==> config.mk <==
export PLATFORM = sky130hd
export DESIGN_NAME = gas_alarm_threshold_logic
export DESIGN_NICKNAME = d
export VERILOG_FILES = /design/src/pkg/gas_alarm_pkg.sv /design/src/logic/gas_alarm_threshold_logic.sv
export SDC_FILE = /design/constraint.sdc
export NUM_CORES = 2
export LEC_CHECK = 0
export ABC_AREA = 1
export BUFFER_PORTS_ARGS = -buffer_cell sky130_fd_sc_hd__buf_2
export CAP_MARGIN = 40
export CORE_MARGIN = 4
export CORE_UTILIZATION = 60
export CTS_BUF_LIST = sky130_fd_sc_hd__clkbuf_4 sky130_fd_sc_hd__clkbuf_8
export CTS_CLUSTER_SIZE = 40
export DETAILED_ROUTE_END_ITERATION = 10
export GPL_ROUTABILITY_DRIVEN = 0
export PLACE_DENSITY = 0.88
export SYNTH_ARGS = -nofsm -noshare
export SYNTH_HDL_FRONTEND = slang
export SYNTH_SLANG_ARGS = --single-unit
==> constraint.sdc <==
create_clock -name CORE_CLK -period 31.1 [get_ports CORE_CLK]
set_input_delay 4.665 -clock CORE_CLK [delete_from_list [all_inputs] [get_ports CORE_CLK]]
set_output_delay 4.665 -clock CORE_CLK [all_outputs]
set_load 0.02 [all_outputs]
==> src/pkg/gas_alarm_pkg.sv <==
// Constants shared by the gas alarm threshold logic.
// Assumes a 250 MHz core clock; times are held in ns and turned into counts.
package gas_alarm_pkg;
  // ----------------------------------------------------------------
  // Timing
  // ----------------------------------------------------------------
  localparam int CLK_NS        = 4;
  localparam int BLINK_HALF_NS = 250_000_000;  // 0.5 s blink period
  localparam int HOLD_NS       = 2_000_000_000;
  localparam int SEC_NS        = 1_000_000_000;
  localparam int BLINK_HALF_CYC = BLINK_HALF_NS / CLK_NS;
  localparam int HOLD_CYC       = HOLD_NS / CLK_NS;
  localparam int SEC_CYC        = SEC_NS / CLK_NS;
  // ----------------------------------------------------------------
  // Register offsets
  // ----------------------------------------------------------------
  localparam logic [7:0] OFS_CFG   = 8'h00;
  localparam logic [7:0] OFS_FS    = 8'h04;
  localparam logic [7:0] OFS_LVL1  = 8'h08;
  localparam logic [7:0] OFS_LVL2  = 8'h0C;
  localparam logic [7:0] OFS_DWELL = 8'h10;
  localparam logic [7:0] OFS_SETUP = 8'h14;
  localparam logic [7:0] OFS_SPAN  = 8'h18;
  localparam logic [7:0] OFS_STAT  = 8'h1C;
  localparam logic [7:0] OFS_VALUE = 8'h20;
  // ----------------------------------------------------------------
  // Reset values and limits
  // ----------------------------------------------------------------
  localparam logic [11:0] CFG_RST   = 12'h318;  // Rising, relays used, no pulse, %LEL
  localparam logic [15:0] FS_RST    = 16'h0064;
  localparam logic [15:0] FS_MAX    = 16'h270F;
  localparam logic [15:0] LVL1_RST  = 16'h0014;
  localparam logic [15:0] LVL2_RST  = 16'h0028;
  localparam logic [4:0]  DWELL_RST = 5'h01;
  localparam logic [4:0]  DWELL_MAX = 5'h1E;
  localparam logic [6:0]  ADDR_RST  = 7'h01;
  localparam logic [6:0]  ADDR_MAX  = 7'h40;
  localparam logic [3:0]  CALI_MAX  = 4'hC;
  localparam logic [4:0]  SUPP_RST  = 5'h07;
  localparam logic [4:0]  SUPP_MAX  = 5'h14;
  localparam logic [6:0]  CODE_MAX  = 7'h63;
  localparam logic [15:0] SPAN_RST  = 16'h0032;
  localparam logic [1:0]  UNIT_LEL  = 2'h3;
  localparam logic [1:0]  MODE_LAST = 2'h3;
  // ----------------------------------------------------------------
  // Types
  // ----------------------------------------------------------------
  typedef enum logic [1:0] {LV_IDLE, LV_DWELL, LV_ACTIVE} level_t;
  typedef enum logic [1:0] {UI_MEASURE, UI_CODE, UI_MENU} ui_t;
endpackage : gas_alarm_pkg

==> src/logic/gas_alarm_threshold_logic.sv <==
// Alarm evaluation, indications and keypad/settings logic of a gas detector.
// Assumes readings and error/calibration reports from same-clock receiver
// logic; the four keys are raw pins and are synchronised here.
// Function
// - Over 110% of full scale blinks indication
// - Alarm only after full dwell time
// - Lamp blinks while dwelling, steady afterwards
// - Relay switches only after dwell elapses
// - Latching holds alarm and peak until reset
// - Non-latching alarm releases automatically
// - Sensor error flashes code, trouble lamp on
// - Function held 2 s opens code entry
// - Code 00..99, default 00, opens menu
// - Only four user menu modes selectable
// - Station address OFF or 1..64, default 1
// - Calibration interval OFF or 1..12 months
// - Suppression OFF or 1..20 %, default 7
// - Unit four choices default LEL, decimals four
// - Full scale 1..9999, default 100
// - Level one max 90%, defaults 20/40%
// - Per-level direction rising or falling, rising
// - Per-level relay use, default enabled
// - Per-level relay pulsing, default disabled
// - Span reference defaults to 50%
// - Calibration reports success or failure first
`timescale 1ns/1ps
`default_nettype none
module gas_alarm_threshold_logic #(
  parameter int BLINK_HALF = gas_alarm_pkg::BLINK_HALF_CYC,
  parameter int HOLD_TIME  = gas_alarm_pkg::HOLD_CYC,
  parameter int SEC_TIME   = gas_alarm_pkg::SEC_CYC
) (
  input  wire logic        CORE_CLK,
  input  wire logic        RST,
  input  wire logic [7:0]  ADDR,
  input  wire logic [31:0] WDATA,
  input  wire logic        WR,
  input  wire logic        RD,
  output logic      [31:0] RDATA,
  input  wire logic [15:0] CONC,
  input  wire logic        CONC_VALID,
  input  wire logic        SENSOR_ERR,
  input  wire logic [5:0]  ERR_CODE_IN,
  input  wire logic        CAL_DONE,
  input  wire logic        CAL_OK,
  input  wire logic        KEY_FUNCTION,
  input  wire logic        KEY_UP,
  input  wire logic        KEY_DOWN,
  input  wire logic        KEY_RESET,
  output logic      [1:0]  ALARM_LAMP,
  output logic      [1:0]  ALARM_RELAY,
  output logic             TROUBLE_LAMP,
  output logic             OVER_RANGE_SHOW,
  output logic             ERR_SHOW,
  output logic      [5:0]  ERR_CODE,
  output logic      [15:0] VALUE,
  output logic             CODE_BLANK,
  output logic      [6:0]  CODE_ENTRY,
  output logic             MENU_OPEN,
  output logic      [1:0]  MENU_MODE,
  output logic             CAL_GOOD,
  output logic             CAL_FAIL
);
  // ----------------------------------------------------------------
  // Settings registers
  // ----------------------------------------------------------------
  logic [11:0] cfg_q;   // 0 hold, 1-2 dir, 3-4 use, 5-6 pulse, 9:8 unit, 11:10 dp
  logic [15:0] fs_q, span_q, conc_q, peak_q;
  logic [15:0] lvl_q [2];
  logic [4:0]  dwell_q [2];
  logic [6:0]  db_q [2];
  logic [6:0]  addr_q, code_q;
  logic [3:0]  cali_q;
  logic [4:0]  supp_q;
  logic        wr_cfg, wr_fs, wr_l1, wr_l2, wr_dw, wr_set;
  assign wr_cfg = WR && ADDR == gas_alarm_pkg::OFS_CFG;
  assign wr_fs  = WR && ADDR == gas_alarm_pkg::OFS_FS;
  assign wr_l1  = WR && ADDR == gas_alarm_pkg::OFS_LVL1;
  assign wr_l2  = WR && ADDR == gas_alarm_pkg::OFS_LVL2;
  assign wr_dw  = WR && ADDR == gas_alarm_pkg::OFS_DWELL;
  assign wr_set = WR && ADDR == gas_alarm_pkg::OFS_SETUP;

  // Field within range: 0 means OFF where allowed, else lo..hi
  function automatic logic in_rng(input logic [15:0] v, input logic [15:0] hi,
                                  input logic off_ok);
    in_rng = (v == 16'h0000) ? off_ok : (v <= hi);
  endfunction : in_rng

  // Out-of-range writes leave the old field; levels are checked only against the full scale at write time
  always_ff @(posedge CORE_CLK or posedge RST) begin
    if (RST) begin
      cfg_q <= gas_alarm_pkg::CFG_RST;
      fs_q  <= gas_alarm_pkg::FS_RST;
      lvl_q[0] <= gas_alarm_pkg::LVL1_RST;
      lvl_q[1] <= gas_alarm_pkg::LVL2_RST;
      dwell_q[0] <= gas_alarm_pkg::DWELL_RST;
      dwell_q[1] <= gas_alarm_pkg::DWELL_RST;
      db_q[0] <= 7'h00;
      db_q[1] <= 7'h00;
      addr_q <= gas_alarm_pkg::ADDR_RST;
      cali_q <= 4'h0;
      supp_q <= gas_alarm_pkg::SUPP_RST;
      code_q <= 7'h00;
      span_q <= gas_alarm_pkg::SPAN_RST;
    end else begin
      if (wr_cfg) cfg_q <= WDATA[11:0];
      if (wr_fs && in_rng(WDATA[15:0], gas_alarm_pkg::FS_MAX, 1'b0))
        fs_q <= WDATA[15:0];
      if (wr_l1 && 32'(WDATA[15:0]) * 10 <= 32'(fs_q) * 9)
        lvl_q[0] <= WDATA[15:0];
      if (wr_l2 && WDATA[15:0] <= fs_q) lvl_q[1] <= WDATA[15:0];
      if (wr_dw) begin
        if (WDATA[4:0] <= gas_alarm_pkg::DWELL_MAX) dwell_q[0] <= WDATA[4:0];
        if (WDATA[12:8] <= gas_alarm_pkg::DWELL_MAX) dwell_q[1] <= WDATA[12:8];
        if (WDATA[22:16] <= gas_alarm_pkg::CODE_MAX) db_q[0] <= WDATA[22:16];
        if (WDATA[30:24] <= gas_alarm_pkg::CODE_MAX) db_q[1] <= WDATA[30:24];
      end
      if (wr_set) begin
        if (in_rng({9'h000, WDATA[6:0]}, {9'h000, gas_alarm_pkg::ADDR_MAX}, 1'b1))
          addr_q <= WDATA[6:0];
        if (in_rng({12'h000, WDATA[11:8]}, {12'h000, gas_alarm_pkg::CALI_MAX}, 1'b1))
          cali_q <= WDATA[11:8];
        if (in_rng({11'h000, WDATA[20:16]}, {11'h000, gas_alarm_pkg::SUPP_MAX}, 1'b1))
          supp_q <= WDATA[20:16];
        if (WDATA[30:24] <= gas_alarm_pkg::CODE_MAX) code_q <= WDATA[30:24];
      end
      if (WR && ADDR == gas_alarm_pkg::OFS_SPAN) span_q <= WDATA[15:0];
    end
  end

  // ----------------------------------------------------------------
  // Key synchronisers and edges
  // ----------------------------------------------------------------
  logic [3:0] key_m_q, key_s_q, key_p_q;
  logic       fn_fall, up_rise, dn_rise, rst_rise;
  always_ff @(posedge CORE_CLK or posedge RST) begin
    if (RST) begin
      key_m_q <= 4'h0;
      key_s_q <= 4'h0;
      key_p_q <= 4'h0;
    end else begin
      key_m_q <= {KEY_RESET, KEY_DOWN, KEY_UP, KEY_FUNCTION};
      key_s_q <= key_m_q;
      key_p_q <= key_s_q;
    end
  end
  assign fn_fall  = !key_s_q[0] && key_p_q[0];
  assign up_rise  = key_s_q[1] && !key_p_q[1];
  assign dn_rise  = key_s_q[2] && !key_p_q[2];
  assign rst_rise = key_s_q[3] && !key_p_q[3];

  // ----------------------------------------------------------------
  // Blink base and reading capture
  // ----------------------------------------------------------------
  logic [31:0] blink_cnt_q;
  logic        blink_q;
  // One shared phase so all flashing indications stay in step
  always_ff @(posedge CORE_CLK or posedge RST) begin
    if (RST) begin
      blink_cnt_q <= 32'h0;
      blink_q     <= 1'b0;
    end else if (blink_cnt_q == 32'(BLINK_HALF - 1)) begin
      blink_cnt_q <= 32'h0;
      blink_q     <= !blink_q;
    end else begin
      blink_cnt_q <= blink_cnt_q + 32'h1;
    end
  end

  always_ff @(posedge CORE_CLK or posedge RST) begin
    if (RST) conc_q <= 16'h0000;
    else if (CONC_VALID) conc_q <= CONC;
  end

  // ----------------------------------------------------------------
  // Alarm levels
  // ----------------------------------------------------------------
  gas_alarm_pkg::level_t lv_q [2];
  logic [39:0] dw_cnt_q [2];
  logic [1:0]  trip, still, latched;
  logic [39:0] dw_target [2];
  logic        hold;
  assign hold = cfg_q[0];

  // Trip and keep-on tests; release needs the dead band to be crossed
  always_comb begin
    for (int i = 0; i < 2; i++) begin
      dw_target[i] = 40'(dwell_q[i]) * 40'(SEC_TIME);
      if (!cfg_q[1+i]) begin
        trip[i]  = conc_q > lvl_q[i];
        still[i] = 17'(conc_q) + 17'(db_q[i]) >= 17'(lvl_q[i]);
      end else begin
        trip[i]  = conc_q < lvl_q[i];
        still[i] = 17'(conc_q) <= 17'(lvl_q[i]) + 17'(db_q[i]);
      end
      latched[i] = lv_q[i] == gas_alarm_pkg::LV_ACTIVE && hold;
    end
  end

  // Each level runs its own dwell counter and state
  always_ff @(posedge CORE_CLK or posedge RST) begin
    if (RST) begin
      for (int i = 0; i < 2; i++) begin
        lv_q[i]     <= gas_alarm_pkg::LV_IDLE;
        dw_cnt_q[i] <= 40'h0;
      end
    end else begin
      for (int i = 0; i < 2; i++) begin
        case (lv_q[i])
          gas_alarm_pkg::LV_IDLE: begin
            dw_cnt_q[i] <= 40'h0;
            if (trip[i]) lv_q[i] <= gas_alarm_pkg::LV_DWELL;
          end
          gas_alarm_pkg::LV_DWELL: begin
            if (!trip[i]) begin
              lv_q[i] <= gas_alarm_pkg::LV_IDLE;
            end else if (dw_cnt_q[i] >= dw_target[i]) begin
              lv_q[i] <= gas_alarm_pkg::LV_ACTIVE;
            end else begin
              dw_cnt_q[i] <= dw_cnt_q[i] + 40'h1;
            end
          end
          gas_alarm_pkg::LV_ACTIVE: begin
            if (hold) begin
              if (rst_rise && !still[i]) lv_q[i] <= gas_alarm_pkg::LV_IDLE;
            end else if (!still[i]) begin
              lv_q[i] <= gas_alarm_pkg::LV_IDLE;
            end
          end
          default: lv_q[i] <= gas_alarm_pkg::LV_IDLE;
        endcase
      end
    end
  end

  // Lamp and relay drive
  always_ff @(posedge CORE_CLK or posedge RST) begin
    if (RST) begin
      ALARM_LAMP  <= 2'b00;
      ALARM_RELAY <= 2'b00;
    end else begin
      for (int i = 0; i < 2; i++) begin
        ALARM_LAMP[i] <= lv_q[i] == gas_alarm_pkg::LV_ACTIVE ||
                         (lv_q[i] == gas_alarm_pkg::LV_DWELL && blink_q);
        ALARM_RELAY[i] <= lv_q[i] == gas_alarm_pkg::LV_ACTIVE && cfg_q[3+i] &&
                          (!cfg_q[5+i] || blink_q);
      end
    end
  end

  // ----------------------------------------------------------------
  // Reported value, over-range and trouble
  // ----------------------------------------------------------------
  logic suppress, over;
  // Readings at or below the suppression share of full scale read as zero
  assign suppress = supp_q != 5'h00 &&
                    32'(conc_q) * 100 <= 32'(fs_q) * 32'(supp_q);
  assign over     = 32'(conc_q) * 10 > 32'(fs_q) * 11;

  // Peak is only tracked while a latched alarm stands
  always_ff @(posedge CORE_CLK or posedge RST) begin
    if (RST) begin
      peak_q <= 16'h0000;
    end else if (latched != 2'b00) begin
      if (conc_q > peak_q) peak_q <= conc_q;
    end else begin
      peak_q <= conc_q;
    end
  end

  always_ff @(posedge CORE_CLK or posedge RST) begin
    if (RST) begin
      VALUE           <= 16'h0000;
      OVER_RANGE_SHOW <= 1'b0;
      TROUBLE_LAMP    <= 1'b0;
      ERR_SHOW        <= 1'b0;
      ERR_CODE        <= 6'h00;
    end else begin
      VALUE           <= latched != 2'b00 ? peak_q : (suppress ? 16'h0000 : conc_q);
      OVER_RANGE_SHOW <= over && blink_q;
      TROUBLE_LAMP    <= SENSOR_ERR;
      ERR_SHOW        <= SENSOR_ERR && blink_q;
      ERR_CODE        <= SENSOR_ERR ? ERR_CODE_IN : 6'h00;
    end
  end

  // ----------------------------------------------------------------
  // Calibration result, shown for the hold time
  // ----------------------------------------------------------------
  logic [31:0] res_cnt_q;
  always_ff @(posedge CORE_CLK or posedge RST) begin
    if (RST) begin
      CAL_GOOD  <= 1'b0;
      CAL_FAIL  <= 1'b0;
      res_cnt_q <= 32'h0;
    end else if (CAL_DONE) begin
      CAL_GOOD  <= CAL_OK;
      CAL_FAIL  <= !CAL_OK;
      res_cnt_q <= 32'(HOLD_TIME);
    end else if (res_cnt_q != 32'h0) begin
      res_cnt_q <= res_cnt_q - 32'h1;
    end else begin
      CAL_GOOD <= 1'b0;
      CAL_FAIL <= 1'b0;
    end
  end

  // ----------------------------------------------------------------
  // Keypad: long press, code entry, mode selection
  // ----------------------------------------------------------------
  gas_alarm_pkg::ui_t ui_q;
  logic [31:0] press_q;
  logic        long_hit;
  assign long_hit = key_s_q[0] && press_q == 32'(HOLD_TIME - 1);

  always_ff @(posedge CORE_CLK or posedge RST) begin
    if (RST) press_q <= 32'h0;
    else if (!key_s_q[0]) press_q <= 32'h0;
    else if (press_q != 32'(HOLD_TIME)) press_q <= press_q + 32'h1;
  end

  // A short press is the release of the function key
  always_ff @(posedge CORE_CLK or posedge RST) begin
    if (RST) begin
      ui_q       <= gas_alarm_pkg::UI_MEASURE;
      CODE_ENTRY <= 7'h00;
      MENU_MODE  <= 2'h0;
    end else begin
      case (ui_q)
        gas_alarm_pkg::UI_MEASURE: begin
          if (long_hit) begin
            ui_q       <= gas_alarm_pkg::UI_CODE;
            CODE_ENTRY <= 7'h00;
          end
        end
        gas_alarm_pkg::UI_CODE: begin
          if (up_rise) begin
            CODE_ENTRY <= CODE_ENTRY == gas_alarm_pkg::CODE_MAX ? 7'h00 : CODE_ENTRY + 7'h1;
          end else if (dn_rise) begin
            CODE_ENTRY <= CODE_ENTRY == 7'h00 ? gas_alarm_pkg::CODE_MAX : CODE_ENTRY - 7'h1;
          end else if (fn_fall && press_q < 32'(HOLD_TIME)) begin
            ui_q      <= CODE_ENTRY == code_q ? gas_alarm_pkg::UI_MENU
                                              : gas_alarm_pkg::UI_MEASURE;
            MENU_MODE <= 2'h0;
          end else if (rst_rise) begin
            ui_q <= gas_alarm_pkg::UI_MEASURE;
          end
        end
        gas_alarm_pkg::UI_MENU: begin
          // The 2-bit index can only name the four user modes
          if (up_rise) MENU_MODE <= MENU_MODE + 2'h1;
          else if (dn_rise) MENU_MODE <= MENU_MODE - 2'h1;
          else if (rst_rise) ui_q <= gas_alarm_pkg::UI_MEASURE;
        end
        default: ui_q <= gas_alarm_pkg::UI_MEASURE;
      endcase
    end
  end
  assign CODE_BLANK = ui_q == gas_alarm_pkg::UI_CODE && CODE_ENTRY == 7'h00;
  assign MENU_OPEN  = ui_q == gas_alarm_pkg::UI_MENU;

  // ----------------------------------------------------------------
  // Register read port
  // ----------------------------------------------------------------
  always_ff @(posedge CORE_CLK or posedge RST) begin
    if (RST) begin
      RDATA <= 32'h0;
    end else if (RD) begin
      case (ADDR)
        gas_alarm_pkg::OFS_CFG:   RDATA <= {20'h0, cfg_q};
        gas_alarm_pkg::OFS_FS:    RDATA <= {16'h0, fs_q};
        gas_alarm_pkg::OFS_LVL1:  RDATA <= {16'h0, lvl_q[0]};
        gas_alarm_pkg::OFS_LVL2:  RDATA <= {16'h0, lvl_q[1]};
        gas_alarm_pkg::OFS_DWELL: RDATA <= {1'b0, db_q[1], 1'b0, db_q[0], 3'h0, dwell_q[1],
                                            3'h0, dwell_q[0]};
        gas_alarm_pkg::OFS_SETUP: RDATA <= {1'b0, code_q, 3'h0, supp_q, 4'h0, cali_q,
                                            1'b0, addr_q};
        gas_alarm_pkg::OFS_SPAN:  RDATA <= {16'h0, span_q};
        gas_alarm_pkg::OFS_STAT:  RDATA <= {22'h0, CAL_FAIL, CAL_GOOD, SENSOR_ERR, over,
                                            2'(ui_q), lv_q[1], lv_q[0]};
        gas_alarm_pkg::OFS_VALUE: RDATA <= {16'h0, VALUE};
        default:                  RDATA <= 32'h0;
      endcase
    end else begin
      RDATA <= 32'h0;
    end
  end
endmodule : gas_alarm_threshold_logic
`default_nettype wire

==> results.tsv <==
metric	value	unit
cts_root_buffer	clkbuf_8	
synth_area	0.0399	mm2
initial_utilization	60.6	%
critical_path_class	in2reg	
tightest_slew	0.962	ns
synth.distinct_cells	71	
r2r-start	dwell_q[8]	
rr_worst_depth	24	
grt_pass1_wl	183000	um
vias	37962	
cts-htree-levels	3	
die_h	266	um
dp.cells	6249	
routed_via_density	5.94	
finalNonFillerCells	6394	
area_delta_synth_final	8.55	%
rows	94	
wl_met2	50800	um
cts_resized	0	
ys_ff_latch	420	
yosysTopAreaCell	dfrtp_1	
synth_flop_cell	dfrtp_1	
drv_slew	0	
maxCapViolCount	0	
grt_start_max_net_pins	95	
drive_gt1_share	8.02	%
synth_top_cells_by_area	dfrtp_1, ha_1, nand2_1, inv_1, fa_1	
min_from	key_m_q[1]	
regArea	0.0105	mm2
yosysTopAreaCellShare	25.1	%
layout_min_cycle_time	8.26	ns
tns	0	ns
r2r_end	dw_cnt_q[79]	
clock-sinks	420	
ctsHoldBuffers	0	
grt_overflow_total	0	
hold_viol_final	0	
multiInputGateArea	0.0259	mm2
firstDrtPassIters	9	
clk_pin_slew_worst_paths	0.06	ns
worstHoldEndpoint	key_s_q[1]	
synth_edf_count	0	
drtIter0Drc	4592	
ios	148	
p_total	1.73	mW
reg2reg_slack	24.71	ns
port_buffers	143	
cts_buffer_depth	3	
outcome	completed	
hpwl	86500	um
slew_headroom	35.8	%
grt_pass1_vias	37233	
tritoncts	built	
final_nets	6215	
ir_drop	0.0311	mV
crit_fanout	28	
wl	113000	um
avgSynthCellArea	7.52	um2
layout_common_cells	nand2_1, inv_1, ha_1	
finalSetupViolCount	0	
postCtsSetupRepairBufs	0	
p_leak	22.5	nW
powerDensity	39.9	mW/mm2
end_kind	register	
dieArea	0.0708	mm2
layout_commonest_cell	nand2_1	
grt_antenna_before_repair	8	
grt_setup_unrepaired	false	
fp.dieW	266	um
worst-endpoint-arrival	8.79	ns
detail_route.wl_per_cell	17.7	um
drc	0	
hp-class	reg2reg	
clock.fmax	0.121	GHz
clock_latency	0.70	ns
track_usage	31.5	%
numCtsBuffers	75	
cp_common_cell	nand2_1	
critPathLaunchType	input pin	
cpMaxStageDelayCell	nor4_1	
route.met3.wl	11600	um
ant_nets	0	
skew	0.0410	ns
crit_path_max_incr_delay	0.47	ns
ys_warn_count	0	
topRoutingLayerUsed	met5	
fillCellCount	5251	
ys_async_sr_fraction	100	%
hold_depth	0	
yosysSeqAreaShare	26.4	%
syn-instance-count	5310	
core	0.0659	mm2
post-route-period-util	26.6	%
critical_path_required	31.63	ns
wl_met1	43700	um
-- worst max path at each step --
stage | to | depth (start not counted) | start
3_3_place_gp | lvl_q[25] | 25 | WDATA[1]
6_report | lvl_q[24] | 26 | WDATA[1]
3_5_place_dp | lvl_q[24] | 26 | WDATA[1]
4_1_cts | lvl_q[24] | 26 | WDATA[1]
5_1_grt | lvl_q[24] | 27 | WDATA[1]
2_1_floorplan | ALARM_LAMP[0] | 1 | RST
-- critical path: cells and delay by family --
family,cells,cell delay [ns]
simple gates,13,1.69
fa+ha+maj,4,1.13
compound gates,4,0.76
buf+inv,5,0.54
-- layout make-up --
| type | count | share of cell area, % |
|---|---|---|
| diodes | 6 | 0.0346 |
| well taps | 864 | 2.49 |
| inverters | 819 | 7.11 |
| repair buffers | 171 | 2.44 |
| flip-flops and latches | 420 | 24.3 |
| clock buffers | 119 | 3.46 |
| clock inverters | 20 | 0.479 |
| multi-input cells | 3975 | 59.7 |
-- where the power goes --
group	internal, mW	switching, mW	total, mW
Clock	0.334	0.253	0.587
Combinational	0.184	0.353	0.537
Sequential	0.568	0.0377	0.606
Total	1.09	0.644	1.73
-- registers in the layout (all words and copies together), names as in the netlist, 10 cells and up --
name,cells
db_q,14
dwell_q,10
peak_q,16
VALUE,16
lvl_q,32
dw_cnt_q,80
fs_q,16
span_q,16
cfg_q,12
RDATA,30
conc_q,16
press_q,32
blink_cnt_q,32
res_cnt_q,32
-- stage by stage --
stage | setup slack (ns) | instance area (um2) | utilization [%] | hold WS [ns]
6_report | 22.84 | 43400 | 65.8 | 0.341
5_1_grt | 22.60 | 43400 | 65.8 | 0.345
4_1_cts | 22.96 | 43300 | 65.8 | 0.345
3_5_place_dp | 22.26 | 41600 | 63.2 | 0.337
3_3_place_gp | 22.05 | 41400 | 62.9 | 0.334
2_1_floorplan | 14.78 | 39900 | - | 0.331
-- kinds of logic (layout without fill, tap and decap cells) --
| group | count (synthesis) | in the layout | share of synthesized area, % |
|---|---|---|---|
| compound gates | 785 | 785 | 11.0 |
| xor+xnor | 278 | 278 | 6.10 |
| fa+ha+maj | 679 | 679 | 23.2 |
| buf+inv | 916 | 1129 | 8.84 |
| flops | 420 | 420 | 26.4 |
| other cells | 1 | 8 | 0.00939 |
| simple gates | 2231 | 2231 | 24.5 |
-- layer usage --
layer | track usage (%) | vias up
li1 | - | 17818
met1 | 39.8 | 17580
met2 | 50.8 | 2035
met3 | 6.30 | 523
met4 | 17.1 | 6
met5 | 1.82 | -
-- Yosys cell counts, types with 23 or more instances --
cell / number
a21oi_1: 315
nor2_1: 428
xor2_1: 189
nor2_2: 24
clkbuf_1: 58
inv_2: 23
a31oi_1: 25
xnor2_1: 89
dfrtp_1: 400
nor3_1: 120
nor4_1: 52
inv_1: 793
o21ai_1: 50
o21ai_0: 253
nand3_1: 244
fa_1: 103
nand2_1: 1143
nand4_1: 144
ha_1: 576
(Power assumes the default switching activity.)
